**config.mk**
```make
export PLATFORM = sky130hd
export DESIGN_NAME = sai_port
export DESIGN_NICKNAME = d
export VERILOG_FILES = /design/src/hdl/sai_pkg.sv /design/src/hdl/sai_port.sv
export SDC_FILE = /design/constraint.sdc
export NUM_CORES = 1
export LEC_CHECK = 0
export ABC_AREA = 1
export BUFFER_PORTS_ARGS = -buffer_cell sky130_fd_sc_hd__buf_2
export CORE_MARGIN = 4
export CORE_UTILIZATION = 30
export DETAILED_ROUTE_END_ITERATION = 10
export GPL_TIMING_DRIVEN = 0
export HOLD_SLACK_MARGIN = 0.08
export MAX_ROUTING_LAYER = met4
export RECOVER_POWER = 25
export SLEW_MARGIN = 40
export SYNTH_ARGS = -nofsm -noshare
export SYNTH_HDL_FRONTEND = slang
export SYNTH_SLANG_ARGS = --single-unit
```
**constraint.sdc**
```tcl
create_clock -name clk_sys -period 3.9 [get_ports clk_sys]
set_clock_uncertainty 0.2 [all_clocks]
set_input_delay 0.78 -clock clk_sys [delete_from_list [all_inputs] [get_ports clk_sys]]
set_output_delay 0.78 -clock clk_sys [all_outputs]
set_load 0.02 [all_outputs]
```
**src/hdl/sai_pkg.sv**
```systemverilog
// package for the serial audio input port: register map, fields, timing
package sai_pkg;

	// ****************************************
	// register offsets and reset values
	// ****************************************
	localparam logic [7:0] SAI_ADDR_FORMAT = 8'h33;
	localparam logic [7:0] SAI_ADDR_OFFSET = 8'h34;
	localparam logic [7:0] SAI_ADDR_STATUS = 8'h71;
	localparam logic [7:0] SAI_FORMAT_RST  = 8'h02;
	localparam logic [7:0] SAI_OFFSET_RST  = 8'h00;

	// ****************************************
	// field positions
	// ****************************************
	localparam int SAI_FMT_LSB  = 4;
	localparam int SAI_SHORT_LSB = 2;
	localparam int SAI_WLEN_LSB = 0;
	localparam int SAI_OFSH_LSB = 6;
	localparam int SAI_ST_HALT  = 0;
	localparam int SAI_ST_RATIO = 1;

	// ****************************************
	// timing
	// ****************************************
	localparam int SAI_CLK_HZ      = 10_000_000;
	localparam int SAI_HALT_US     = 100;
	localparam int SAI_HALT_CYC    = SAI_HALT_US * (SAI_CLK_HZ / 1_000_000);
	localparam int SAI_RATE32_NUM  = 28;
	localparam int SAI_RATE48_NUM  = 40;
	localparam int SAI_VALID_FR    = 2;

	typedef enum logic [1:0] {
		SAI_FMT_I2S = 2'b00,
		SAI_FMT_LEFT_JUSTIFIED  = 2'b01,
		SAI_FMT_RIGHT_JUSTIFIED = 2'b10,
		SAI_FMT_TDM = 2'b11
	} sai_fmt_e;

	typedef enum logic [1:0] {
		SAI_WL_16 = 2'b00,
		SAI_WL_20 = 2'b01,
		SAI_WL_24 = 2'b10,
		SAI_WL_32 = 2'b11
	} sai_wlen_e;

	typedef enum logic [1:0] {
		SAI_RATE_32 = 2'b00,
		SAI_RATE_48 = 2'b01,
		SAI_RATE_96 = 2'b10
	} sai_rate_e;

	typedef enum logic [1:0] {
		SAI_ST_IDLE = 2'b00,
		SAI_ST_RUN  = 2'b01,
		SAI_ST_HIZ  = 2'b10
	} sai_state_e;

	typedef struct packed {
		logic [31:0] left;
		logic [31:0] right;
	} sai_sample_s;

	typedef struct packed {
		logic       lock;
		sai_rate_e  rate;
		logic [1:0] dsp_div;
	} sai_clkcfg_s;

endpackage

```
**src/hdl/sai_port.sv**
```systemverilog
// serial audio input port: framing, rate detect, clock fault handling
// ****************************************
// ****************************************
`timescale 1ns/1ps
module sai_port
	import sai_pkg::*;
#(
	parameter int HALT_CYC = SAI_HALT_CYC
) (
	// clock and reset
	input  wire logic               clk_sys,
	input  wire logic               rstn,
	// serial link
	input  wire logic               bit_clock,
	input  wire logic               word_select_frame_sync,
	input  wire logic               serial_data_input,
	// register port
	input  wire logic [7:0]         reg_addr,
	input  wire logic [7:0]         reg_wdata,
	input  wire logic               reg_wr,
	output logic [7:0]              reg_rdata,
	// audio and clocking out
	output sai_pkg::sai_sample_s    sample,
	output logic                    sample_valid,
	output sai_pkg::sai_clkcfg_s    clk_cfg,
	output logic                    dsp_clk_en,
	output logic                    out_enable
);
	import sai_pkg::*;

	// ****************************************
	// registers
	// ****************************************
	logic [7:0] audio_format_control;
	logic [7:0] tdm_slot_offset;
	logic [7:0] clock_fault_status;

	wire        wr_fmt = reg_wr && (reg_addr == SAI_ADDR_FORMAT);
	wire        wr_ofs = reg_wr && (reg_addr == SAI_ADDR_OFFSET);

	always_ff @(posedge clk_sys) begin
		if (!rstn) begin
			audio_format_control <= SAI_FORMAT_RST;
			tdm_slot_offset      <= SAI_OFFSET_RST;
		end else begin
			if (wr_fmt) begin
				audio_format_control <= reg_wdata;
			end
			if (wr_ofs) begin
				tdm_slot_offset <= reg_wdata;
			end
		end
	end

	always_comb begin
		unique case (reg_addr)
			SAI_ADDR_FORMAT: reg_rdata = audio_format_control;
			SAI_ADDR_OFFSET: reg_rdata = tdm_slot_offset;
			SAI_ADDR_STATUS: reg_rdata = clock_fault_status;
			default:         reg_rdata = 8'h00;
		endcase
	end

	wire sai_fmt_e  fmt   = sai_fmt_e'(audio_format_control[SAI_FMT_LSB +: 2]);
	wire sai_wlen_e wlen  = sai_wlen_e'(audio_format_control[SAI_WLEN_LSB +: 2]);
	wire [9:0]      ofs   = {audio_format_control[SAI_OFSH_LSB +: 2], tdm_slot_offset};

	function automatic logic [5:0] wlen_bits(input sai_wlen_e w);
		unique case (w)
			SAI_WL_16: wlen_bits = 6'd16;
			SAI_WL_20: wlen_bits = 6'd20;
			SAI_WL_24: wlen_bits = 6'd24;
			SAI_WL_32: wlen_bits = 6'd32;
		endcase
	endfunction

	wire [5:0] nbits = wlen_bits(wlen);

	// ****************************************
	// pin synchronisers and edge detect
	// ****************************************
	logic [1:0] sck_s, ws_s, sd_s;
	logic       sck_d;
	always_ff @(posedge clk_sys) begin
		if (!rstn) begin
			sck_s <= 2'b00;
			ws_s  <= 2'b00;
			sd_s  <= 2'b00;
			sck_d <= 1'b0;
		end else begin
			sck_s <= {sck_s[0], bit_clock};
			ws_s  <= {ws_s[0], word_select_frame_sync};
			sd_s  <= {sd_s[0], serial_data_input};
			sck_d <= sck_s[1];
		end
	end

	wire sck_rise = sck_s[1] && !sck_d;
	wire ws_now   = ws_s[1];
	wire sd_now   = sd_s[1];

	// ****************************************
	// bit counting within frame / half frame
	// ****************************************
	// ws is sampled on each bit clock rising edge, so both word select
	// phases and the tdm sync edge are seen from the same reference
	logic        ws_bit;
	logic [9:0]  bitcnt;
	logic [9:0]  frame_len;
	logic [63:0] shreg;
	logic        word_left;
	wire         tdm = (fmt == SAI_FMT_TDM);
	wire         ws_chg  = ws_now != ws_bit;
	wire         tdm_st  = tdm && ws_now && !ws_bit;
	wire         half_st = !tdm && ws_chg;
	wire         start   = tdm ? tdm_st : (half_st && !ws_now);
	// i2s: left while ws low; justified modes: left while ws high
	wire         left_ph = (fmt == SAI_FMT_I2S) ? !ws_now : ws_now;
	wire [9:0]   lead    = (fmt == SAI_FMT_I2S) ? 10'd1 : 10'd0;
	wire [9:0]   cnt_nx  = (tdm ? tdm_st : half_st) ? 10'd0 : bitcnt + 10'd1;
	wire [9:0]   tdm_ofs = ofs;

	always_ff @(posedge clk_sys) begin
		if (!rstn) begin
			ws_bit    <= 1'b0;
			bitcnt    <= 10'd0;
			frame_len <= 10'd0;
			shreg     <= 64'h0000_0000_0000_0000;
		end else if (sck_rise) begin
			ws_bit <= ws_now;
			bitcnt <= cnt_nx;
			shreg  <= {shreg[62:0], sd_now};
			if (start) begin
				frame_len <= tdm ? bitcnt + 10'd1 : (bitcnt + 10'd1) << 1;
			end
		end
	end

	// capture point: last bit of the word in the current half or slot
	wire [9:0] half_len = frame_len >> 1;
	wire [9:0] msb_pos  = tdm ? tdm_ofs :
		((fmt == SAI_FMT_RIGHT_JUSTIFIED) ? half_len - 10'(nbits) : lead);
	wire [9:0] cnt_now  = cnt_nx;
	wire       cap_hit  = sck_rise && (cnt_now == msb_pos + 10'(nbits) - 10'd1);

	// msb first: the word now sits in the low nbits of the shift register
	function automatic logic [31:0] align(input logic [63:0] s, input logic [5:0] n);
		align = 32'(s[31:0] << (6'd32 - n));
	endfunction

	wire [31:0] new_word = align({shreg[62:0], sd_now}, nbits);
	wire        is_left  = tdm ? 1'b1 : left_ph;

	// ****************************************
	// rate detection and clock ratio check
	// ****************************************
	logic [15:0] per_cnt;
	logic [15:0] frame_per;
	logic [1:0]  good_fr;
	always_ff @(posedge clk_sys) begin
		if (!rstn) begin
			per_cnt   <= 16'h0000;
			frame_per <= 16'h0000;
		end else if (sck_rise && start) begin
			frame_per <= per_cnt;
			per_cnt   <= 16'h0000;
		end else if (per_cnt != 16'hFFFF) begin
			per_cnt <= per_cnt + 16'h0001;
		end
	end

	// frame period in system clocks: 32k ~ 312, 48k ~ 208, 96k ~ 104
	wire [15:0] lim32 = 16'(SAI_RATE32_NUM * 10);
	wire [15:0] lim48 = 16'(SAI_RATE48_NUM * 4);
	wire sai_rate_e rate_det = (frame_per > lim32) ? SAI_RATE_32 :
		(frame_per > lim48) ? SAI_RATE_48 : SAI_RATE_96;

	function automatic logic ratio_ok(input logic t, input logic [9:0] n, input sai_rate_e r);
		if (!t) begin
			ratio_ok = (n == 10'd32) || (n == 10'd64);
		end else begin
			unique case (r)
				SAI_RATE_32: ratio_ok = (n == 10'd128);
				SAI_RATE_48: ratio_ok = (n == 10'd128) || (n == 10'd256) || (n == 10'd512);
				default:     ratio_ok = (n == 10'd128) || (n == 10'd256);
			endcase
		end
	endfunction

	wire ratio_good = ratio_ok(tdm, frame_len, rate_det);

	// ****************************************
	// halt watchdog and run state
	// ****************************************
	logic [15:0] halt_cnt;
	sai_state_e  state;
	wire         halted = (halt_cnt >= 16'(HALT_CYC));

	always_ff @(posedge clk_sys) begin
		if (!rstn) begin
			halt_cnt <= 16'h0000;
		end else if (sck_rise) begin
			halt_cnt <= 16'h0000;
		end else if (!halted) begin
			halt_cnt <= halt_cnt + 16'h0001;
		end
	end

	always_ff @(posedge clk_sys) begin
		if (!rstn) begin
			state   <= SAI_ST_IDLE;
			good_fr <= 2'b00;
		end else begin
			unique case (state)
				SAI_ST_IDLE,
				SAI_ST_HIZ: begin
					if (halted || !ratio_good) begin
						good_fr <= 2'b00;
					end else if (sck_rise && start && good_fr != 2'(SAI_VALID_FR)) begin
						good_fr <= good_fr + 2'b01;
					end
					if (good_fr == 2'(SAI_VALID_FR)) begin
						state <= SAI_ST_RUN;
					end
				end
				SAI_ST_RUN: begin
					good_fr <= 2'b00;
					if (halted) begin
						state <= SAI_ST_HIZ;
					end
				end
				default: state <= SAI_ST_IDLE;
			endcase
		end
	end

	always_ff @(posedge clk_sys) begin
		if (!rstn) begin
			clock_fault_status <= 8'h00;
		end else begin
			clock_fault_status[SAI_ST_HALT]  <= halted;
			clock_fault_status[SAI_ST_RATIO] <= !halted && frame_len != 10'd0 && !ratio_good;
		end
	end

	// ****************************************
	// outputs
	// ****************************************
	// dsp clock enable: one pulse every div+1 system clocks while running, div set by the
	// detected rate; stands in for the pll; no master clock is needed
	wire [1:0] div = (rate_det == SAI_RATE_96) ? 2'd0 : (rate_det == SAI_RATE_48) ? 2'd1 : 2'd2;
	logic [1:0] div_cnt;
	always_ff @(posedge clk_sys) begin
		if (!rstn) begin
			div_cnt    <= 2'd0;
			dsp_clk_en <= 1'b0;
			clk_cfg    <= '0;
			out_enable <= 1'b0;
		end else begin
			div_cnt    <= (div_cnt >= div) ? 2'd0 : div_cnt + 2'd1;
			dsp_clk_en <= (state == SAI_ST_RUN) && (div_cnt == 2'd0);
			clk_cfg    <= '{lock: state == SAI_ST_RUN, rate: rate_det, dsp_div: div};
			out_enable <= (state == SAI_ST_RUN);
		end
	end

	always_ff @(posedge clk_sys) begin
		if (!rstn) begin
			sample       <= '0;
			sample_valid <= 1'b0;
		end else begin
			sample_valid <= 1'b0;
			if (cap_hit && state == SAI_ST_RUN) begin
				if (is_left) begin
					sample.left <= new_word;
				end else begin
					sample.right <= new_word;
					sample_valid <= 1'b1;
				end
				if (tdm && cnt_now == tdm_ofs + 10'(nbits) + 10'(nbits) - 10'd1) begin
					sample_valid <= 1'b1;
				end
			end
			if (tdm && state == SAI_ST_RUN && sck_rise &&
				cnt_now == tdm_ofs + 10'(nbits) + 10'(nbits) - 10'd1) begin
				sample.right <= new_word;
				sample_valid <= 1'b1;
			end
		end
	end

endmodule

```
==> out/results.ini, run 1 <==
[timing]
drv_slew = 0
relSlewSlack_pct = 44.0
min_period_over_period_pct = 107
period_needed_ps = 4150
fmax_ghz = 0.241
setup_ws_ps = -254
worst_pin_slew_ps = 840
finalSetupViolations = 65
rsz0062_at_grt = true
hold_ws_ps = 209
finalHoldViolCount = 0
fin_tns_setup_ps = -11520

[final_layout]
drive_above_1_share_pct = 19.2
synthToLayoutAreaGrowth_pct = 28.9
final_common_cell = nand2_1
layout.nets = 1792
final_cell_mix = 257 x nand2_1, 222 x inv_1, 198 x dfxtp_1, 194 x nor2_1, 109 x o21ai_0

[yosys]
yosysSeqAreaShare_pct = 37.8
yosys-top-cells-area = dfxtp_1 38%, nand2_1 11%, inv_1 8.3%
synthArstFlopShare_pct = 0
synth-seq-cells = 201
ys_warn_count = 0
synthesis.area_um2 = 10600
synthCells = 1559
ys.flop_type = dfxtp_1
syn_avg_cell_area_um2 = 6.83
yosysTopAreaCell = dfxtp_1
synth_nets = 1625
synth_edf_count = 0
synth_top_area_share_pct = 37.8
synth.distinct_cells = 47

[grt]
grt_usage_pct = 17.8
grt-ovfl-total = 0
grt_pass1_wl_mm = 55.0
grt_pass1_vias = 10500
antenna_found_initial = 1
grt_max_degree = 19

[pwr]
p_sw_mw = 1.02
clkPwrFrac_pct = 51.9
p_per_area_nw_per_um2 = 337
leakagePower_nw = 5.91
p_total_mw = 4.62
p_int_mw = 3.60
p_seq_share_pct = 44.7
p_sw_share_pct = 22.1
pwr-share-comb_pct = 3.4
ir_worst_vdd_mv = 0.367

[job]
cap_violations = 0

[route]
wl_mm = 35.2
route.antenna.remaining_nets = 0
first_iter_violations = 718
routedWlPerCell_um = 16.0
drt_pass1_iterations = 5
viasPerCell = 4.97
drcViolationCount = 0
num_vias = 10900

[critical_path]
r2r-end = sample[39]$_SDFFE_PN0P_
cp_slowest_cell = dfxtp_4
r2r_cells = 30
worstSetupStartpointType = flip-flop
r2r_slack_ps = -250
cpPeakStageDelay_ps = 380
r2r-start = audio_format_control[1]$_SDFFE_PN1P_
required_ps = 4120
critical-path-top-cell-by-count = nand2_2
end_kind = flip-flop
path_class = flip-flop to flip-flop
critical_path_arrival_ps = 4370
critPathMaxFanout = 5

[cts]
cts_tree = built
clkSinkCount = 201
clock-root-buffer = clkbuf_16
cts_max_level = 1
cts_hold_buf = 0
numCtsBuffers = 24
path_clk_slew_ps = 60
clock_latency_ps = 520
clk_path_buf_depth = 3

[floorplanning]
die_x_um = 196
pin_count = 102
fp.coreArea_um2 = 34800
die-height_um = 196
row_count = 68
start_util_pct = 30.6
die-area_um2 = 38600

[status]
status = finished with violations
violations = negative setup slack

[hold_path]
hold_class = flip-flop to flip-flop
worstHoldStart = div_cnt[0]$_SDFF_PP0_
hold_path_depth = 1
hold_end = div_cnt[0]$_SDFF_PP0_

[place]
gp_congestion = 0.923
portBuffers = 101
hpwl_mm = 26.3

-- metrics by stage --
step	setup WS (ps)	utilization [%]	std cells	instance area, µm²
final	-254	39.4	2199	13700
after global routing	-456	39.4	2199	13700
after CTS	-134	38.1	2184	13300
after detailed placement	-744	33.7	2115	11700
after global placement	-718	33.7	2115	11700
after floorplan	16.3	-	1559	10600
-- Yosys cell counts, types with 2 or more instances --
cell type  number
a21boi_1        5
nand2_1       299
xor2_1         15
nand3_2         2
nand3_1        64
o221ai_1        2
nor3_1         18
inv_1         235
nor4_1          7
nor2_4          2
nand3b_1       31
fa_1            3
o32ai_1         4
buf_4           6
o21ai_1        15
a21oi_1        77
nand4_1        27
nand4_2         3
buf_2           8
and3_1          3
o22ai_1        66
o211ai_1       12
nor2_1        209
dfxtp_1       201
or2_2           6
ha_1           41
buf_1           7
xnor2_1         5
o21ai_0       117
clkbuf_1       47
a31oi_1         6
-- power groups by stage --
stage               Sequential [mW]  Combinational, mW  Clock (mW)
floorplan                      2.11             0.0897           0
global placement               2.12              0.142           0
detailed placement             2.12              0.144           0
CTS                            2.07              0.150        2.46
global route                   2.07              0.174        2.54
finish                         2.07              0.156        2.40
-- routing by layer --
metal | vias to the layer above | share of wire, % | global-route usage [%]
met1 | 5155 | 44 | 22.5
met3 | 72 | 5.6 | 2.85
met2 | 266 | 47 | 28.8
met4 | 0 | 3.4 | 6.80
li1 | 5445 | - | -
met5 | - | 0 | -
-- critical path, delay by kind of cell (launching register included) --
family,cells,cell delay [ps]
simple gates,14,1170
flops,1,380
fa+ha+maj,4,1060
buf+inv,10,960
compound gates,2,260
-- repair_timing --
item	in CTS	in global routing
setup buffers	21	10
gates cloned	7	4
endpoints found under the setup margin	65	65
gates resized for setup	128	105
pin swaps	32	58
-- cell families after synthesis --
group | after synthesis | share of synthesized area (%)
simple gates | 675 | 27.5
fa+ha+maj | 44 | 5.38
buf+inv | 305 | 11.1
flops | 201 | 37.8
mux | 1 | 0.0941
xor+xnor | 20 | 1.65
compound gates | 313 | 16.5
-- state kept, by name, summed over array words and instances (netlist names), 2 cells and up --
name / count
frame_per: 16
shreg: 31
frame_len: 10
state: 2
sample: 64
clock_fault_status: 2
audio_format_control: 8
tdm_slot_offset: 8
clk_cfg: 3
sck_s: 2
ws_s: 2
halt_cnt: 16
bitcnt: 10
div_cnt: 2
per_cnt: 16
good_fr: 2
sd_s: 2
-- layout make-up --
cell class | instances | area, µm²
multi-input combinational | 1055 | 6040
tap | 455 | 569
clock inverter | 11 | 170
timing repair buffer | 141 | 928
clock buffer | 32 | 682
antenna | 1 | 2.50
sequential | 201 | 4030
buffer | 66 | 388
fill | 3573 | 21100
inverter | 237 | 905
-- worst max-delay path by stage --
stage | startpoint | end | slack, ps | cells past startpoint
2_1_floorplan | audio_format_control[1]$_SDFFE_PN1P_ | sample[24]$_SDFFE_PN0P_ | 20 | 27
3_3_place_gp | audio_format_control[1]$_SDFFE_PN1P_ | sample[14]$_SDFFE_PN0P_ | -720 | 26
3_5_place_dp | audio_format_control[1]$_SDFFE_PN1P_ | sample[55]$_SDFFE_PN0P_ | -740 | 24
4_1_cts | audio_format_control[1]$_SDFFE_PN1P_ | sample[0]$_SDFFE_PN0P_ | -130 | 31
5_1_grt | audio_format_control[1]$_SDFFE_PN1P_ | sample[39]$_SDFFE_PN0P_ | -460 | 27
6_report | audio_format_control[1]$_SDFFE_PN1P_ | sample[39]$_SDFFE_PN0P_ | -250 | 30
Power figures use the tool's default switching activity.
==> inputs of run 2 (changes only) <==
--- a/config.mk
+++ b/config.mk
@@ -13,6 +13,7 @@
 export GPL_TIMING_DRIVEN = 0
 export HOLD_SLACK_MARGIN = 0.08
 export MAX_ROUTING_LAYER = met4
+export PLACE_DENSITY = 0.45
 export RECOVER_POWER = 25
 export SLEW_MARGIN = 40
 export SYNTH_ARGS = -nofsm -noshare
==> run 2 against run 1 <==
  * The flow still finishes with violations (negative setup slack)
  * First-iteration DRC count grew 2.5%
  * Maximum frequency is 0.23% lower
  * Clock-buffer cell count is 3 higher
  * Combinational power hardly changed
  * Sequential power barely moved
  * Clock power is 5% lower
  * Sequential share of layout area fell by 0.15 points
==> out/results.ini, run 2 (synthesized netlist as in run 1, its figures left out) <==
[status]
status = finished with violations
violations = negative setup slack

[critical_path]
critPathLaunch = audio_format_control[1]$_SDFFE_PN1P_
r2r_cells = 29
r2r-start = audio_format_control[1]$_SDFFE_PN1P_
end_kind = flip-flop
critical_path_arrival_ps = 4390
path_class = flip-flop to flip-flop
cp_slowest_cell = dfxtp_4
r2r-end = sample[9]$_SDFFE_PN0P_
critPathMaxFanout = 6
endpoint = sample[9]$_SDFFE_PN0P_
r2r_slack_ps = -260
required_ps = 4130
worstSetupStartpointType = flip-flop
cpPeakStageDelay_ps = 400

[timing]
relSlewSlack_pct = 37.0
drv_slew = 0
worst_pin_slew_ps = 945
fin_tns_setup_ps = -13940
finalHoldViolCount = 0
period_needed_ps = 4160
fmax_ghz = 0.240
rsz0062_at_grt = true
finalSetupViolations = 65
min_period_over_period_pct = 107
setup_ws_ps = -264
hold_ws_ps = 211

[place]
placed_area_um2 = 11700
gp_congestion = 0.936
pre_cts_slack_ps = -930
hpwl_mm = 27.3
placed_cells = 2115
portBuffers = 101

[floorplanning]
die_x_um = 196
row_count = 68
pin_count = 102
start_util_pct = 30.6
die-area_um2 = 38600
die-height_um = 196
fp.coreArea_um2 = 34800

[final_layout]
postLayoutCoreUtil_pct = 39.6
regMostFlops = sample
final_cell_mix = 268 x nand2_1, 222 x inv_1, 200 x nor2_1, 198 x dfxtp_1, 106 x o21ai_0
final_common_cell = nand2_1
largest_register_ffs = 64
layout.nets = 1793
fin_area_um2 = 13800
num_antenna_cells = 0
drive_above_1_share_pct = 19.9
reg_top3 = sample: 64 flops, shreg: 31 flops
instances_no_fill = 2198
synthToLayoutAreaGrowth_pct = 29.6

[route]
route.antenna.remaining_nets = 0
routedWlPerCell_um = 16.7
viasPerCell = 4.91
num_vias = 10800
first_iter_violations = 736
drcViolationCount = 0
wl_mm = 36.8
drt_pass1_iterations = 7

[pwr]
p_per_area_nw_per_um2 = 328
leakagePower_nw = 5.97
p_total_mw = 4.52
ir_worst_vdd_mv = 0.332

[cts]
cts_max_level = 1
clk_path_buf_depth = 3
cts_tree = built
clock_latency_ps = 530
path_clk_slew_ps = 60
clock-root-buffer = clkbuf_16
cts_hold_buf = 0
numCtsBuffers = 25
clkSinkCount = 201

[grt]
antenna_found_initial = 0
grt_usage_pct = 18.6
grt_pass1_vias = 10300
grt-ovfl-total = 0
grt_max_degree = 19
grt_pass1_wl_mm = 56.8

[hold_path]
hold_class = flip-flop to flip-flop

[job]
cap_violations = 0

## run 2: repair_timing
action,in CTS,in global routing
setup endpoints to repair,65,65
gates cloned,6,5
resized for setup,134,110
pin swaps,34,59
buffers inserted,20,13
## run 2: worst min path at each step
stage	startpoint	endpoint	slack [ps]	cells past startpoint
after global routing	ws_s[0]$_SDFF_PN0_	ws_s[1]$_SDFF_PN0_	230	2
final	sck_s[0]$_SDFF_PN0_	sck_s[1]$_SDFF_PN0_	210	2
after floorplan	sck_s[0]$_SDFF_PN0_	sck_s[1]$_SDFF_PN0_	190	2
after detailed placement	sck_s[0]$_SDFF_PN0_	sck_s[1]$_SDFF_PN0_	200	2
after CTS	sck_s[0]$_SDFF_PN0_	sck_s[1]$_SDFF_PN0_	220	2
after global placement	sd_s[0]$_SDFF_PN0_	sd_s[1]$_SDFF_PN0_	190	2
## run 2: worst max-delay path: cells and delay by family, from the launching register on
family,cells,cell delay [ps]
AO/OA/AOI/OAI,2,270
AND/OR/NAND/NOR,13,1130
adder cells (fa/ha/maj),5,1220
flip-flops,1,400
buffers and inverters,9,780
## run 2: area by class of cell
| class | count | area (µm²) |
|---|---|---|
| clock buffer | 35 | 703 |
| sequential | 201 | 4030 |
| multi-input combinational | 1055 | 6100 |
| buffer | 66 | 405 |
| fill | 3704 | 21000 |
| timing repair buffer | 141 | 970 |
| clock inverter | 8 | 98.8 |
| inverter | 237 | 905 |
| tap | 455 | 569 |
## run 2: power breakdown
group	switching (mW)	internal, mW	total (mW)
Sequential	0.00638	2.06	2.07
Combinational	0.112	0.0470	0.159
Clock	0.906	1.38	2.29
Total	1.02	3.49	4.52
## run 2: layer usage
metal	global-route usage [%]	wire (µm)
met1	26.2	18100
met2	28.4	16400
met3	1.98	1450
met4	5.46	924
met5	-	0
==> inputs of run 3 (changes only) <==
--- a/config.mk
+++ b/config.mk
@@ -7,8 +7,9 @@
 export LEC_CHECK = 0
 export ABC_AREA = 1
 export BUFFER_PORTS_ARGS = -buffer_cell sky130_fd_sc_hd__buf_2
-export CORE_MARGIN = 4
+export CORE_MARGIN = 2
 export CORE_UTILIZATION = 30
+export CTS_CLUSTER_SIZE = 14
 export DETAILED_ROUTE_END_ITERATION = 10
 export GPL_TIMING_DRIVEN = 0
 export HOLD_SLACK_MARGIN = 0.08
==> constraint.sdc (replaced) <==
create_clock -name clk_sys -period 3.9 [get_ports clk_sys]
set_clock_uncertainty 0.2 [all_clocks]
set_input_delay 0.78 -clock clk_sys [delete_from_list [all_inputs] [get_ports clk_sys]]
set_output_delay 0.78 -clock clk_sys [all_outputs]
set_load 0.005 [all_outputs]
==> run 3 against run 2 <==
  * The flow still finishes with violations (negative setup slack)
  * Critical path depth rose by 4
  * Via count decreased by 1.9%
  * Die area fell by 4.0%
  * Utilization down 0.46 points
  * Clock-buffer cell count did not move
  * Largest cell class unchanged
  * Highest routed layer unchanged
==> out/results.ini, run 3 (synthesized netlist as in run 1, its figures left out) <==
[status]
status = finished with violations
violations = negative setup slack

[timing]
period_needed_ps = 4180
fmax_ghz = 0.239
drv_slew = 0
finalSetupViolations = 64
worst_pin_slew_ps = 794
rsz0062_at_grt = true
hold_ws_ps = 208
min_period_over_period_pct = 107
setup_ws_ps = -282
relSlewSlack_pct = 47.1
finalHoldViolCount = 0

[route]
viasPerCell = 4.85
num_vias = 10600
first_iter_violations = 631
drcViolationCount = 0
route.antenna.remaining_nets = 0
drt_pass1_iterations = 5
routedWlPerCell_um = 16.4
wl_mm = 35.8

[floorplanning]
start_util_pct = 30.7
row_count = 68
die_x_um = 192
die-area_um2 = 37000
pin_count = 102
die-height_um = 192
fp.coreArea_um2 = 34700

[cts]
clock-root-buffer = clkbuf_16
clkSinkCount = 201
clock_latency_ps = 520
numCtsBuffers = 24
cts_max_level = 1
cts_tree = built
clk_path_buf_depth = 3
cts_hold_buf = 0
path_clk_slew_ps = 60

[grt]
grt_pass1_wl_mm = 55.2
grt_usage_pct = 19.6
grt-ovfl-total = 0
grt_max_degree = 19
antenna_found_initial = 0
grt_pass1_vias = 9922

[place]
hpwl_mm = 27.4
portBuffers = 101
gp_congestion = 0.941
placed_cells = 2115

[job]
cap_violations = 0

[final_layout]
final_cell_mix = 273 x nand2_1, 227 x inv_1, 204 x nor2_1, 198 x dfxtp_1, 114 x o21ai_0
fill_cells = 3678
instances_no_fill = 2185
multiInputGateArea_um2 = 5960
reg_top3 = sample: 64 flops, shreg: 31 flops
final_common_cell = nand2_1
num_antenna_cells = 0
layout.nets = 1779
final-seq-area_um2 = 4030
drive_above_1_share_pct = 17.3
largest_register_ffs = 64
regMostFlops = sample
synthToLayoutAreaGrowth_pct = 27.7

[critical_path]
end_kind = flip-flop
worstSetupStartpointType = flip-flop
critical_path_arrival_ps = 4410
path_class = flip-flop to flip-flop
cpPeakStageDelay_ps = 390
cp_slowest_cell = dfxtp_4
required_ps = 4120
critPathMaxFanout = 6
r2r_slack_ps = -280

[pwr]
leakagePower_nw = 5.91
ir_worst_vdd_mv = 0.289
p_per_area_nw_per_um2 = 332

[hold_path]
hold_class = flip-flop to flip-flop

==> run 3: cell types whose count changed in the layout (fill, tap and decap cells not counted), sizes merged <==
cell / previous run / this run
clkbuf: 86 / 90
clkinv: 4 / 5
bufinv: 2 / 1
buf: 156 / 141
nand4: 32 / 30
==> run 3: power by group <==
group          switching (mW)  internal, mW
logic                   0.107        0.0444
registers             0.00649          2.06
clock network           0.913          1.39
==> run 3: per-layer routing <==
metal	part of all wire [%]	routed length (µm)	vias up	global-route usage [%]
met4	1.4	497	0	3.14
met3	4.3	1520	34	2.16
met1	50	18100	4948	28.2
met5	0	0	-	-
met2	44	15700	204	29.9
li1	-	-	5403	-
==> run 3: per-stage QoR <==
stage / cell area (µm²) / utilization [%] / setup TNS (ps) / power [mW] / setup slack (ps)
after floorplan: 10600 / - / 0 / 2.20 / 16.4
after global placement: 11700 / 33.8 / -52600 / 2.26 / -906
after detailed placement: 11700 / 33.8 / -53390 / 2.26 / -925
after CTS: 13200 / 38.1 / -17500 / 4.58 / -329
after global routing: 13600 / 39.2 / -28980 / 4.69 / -508
final: 13600 / 39.2 / -13150 / 4.52 / -282
==> run 3: what timing repair did <==
item | 4_1_cts | 5_1_grt
gates resized for setup | 117 | 81
cloned | 5 | 3
buffers inserted | 12 | 8
pin swaps | 13 | 45
endpoints found under the setup margin | 65 | 65
==> run 3: worst max-delay path: cells and delay by family, from the launching register on <==
family	cells	cell delay, ps
flops	1	390
simple gates	17	1300
fa+ha+maj	5	1260
buf+inv	10	800
compound gates	1	110
==> run 3: worst paths after layout <==
check,startpoint,to,depth (start not counted)
worst min register to register,ws_s[0]$_SDFF_PN0_,ws_s[1]$_SDFF_PN0_,2
worst max-delay path,audio_format_control[1]$_SDFFE_PN1P_,sample[50]$_SDFFE_PN0P_,33
worst min-delay path,ws_s[0]$_SDFF_PN0_,ws_s[1]$_SDFF_PN0_,2
worst max register to register,audio_format_control[1]$_SDFFE_PN1P_,sample[50]$_SDFFE_PN0P_,33
==> run 3: layout make-up <==
class                   instances  area share [%]
inverters                     237            6.64
clock buffers                  35            5.47
multi-input cells            1053            43.8
repair buffers                129            6.38
flip-flops and latches        201            29.7
clock inverters                 8           0.543
well taps                     455            4.19
plain buffers                  67            3.29
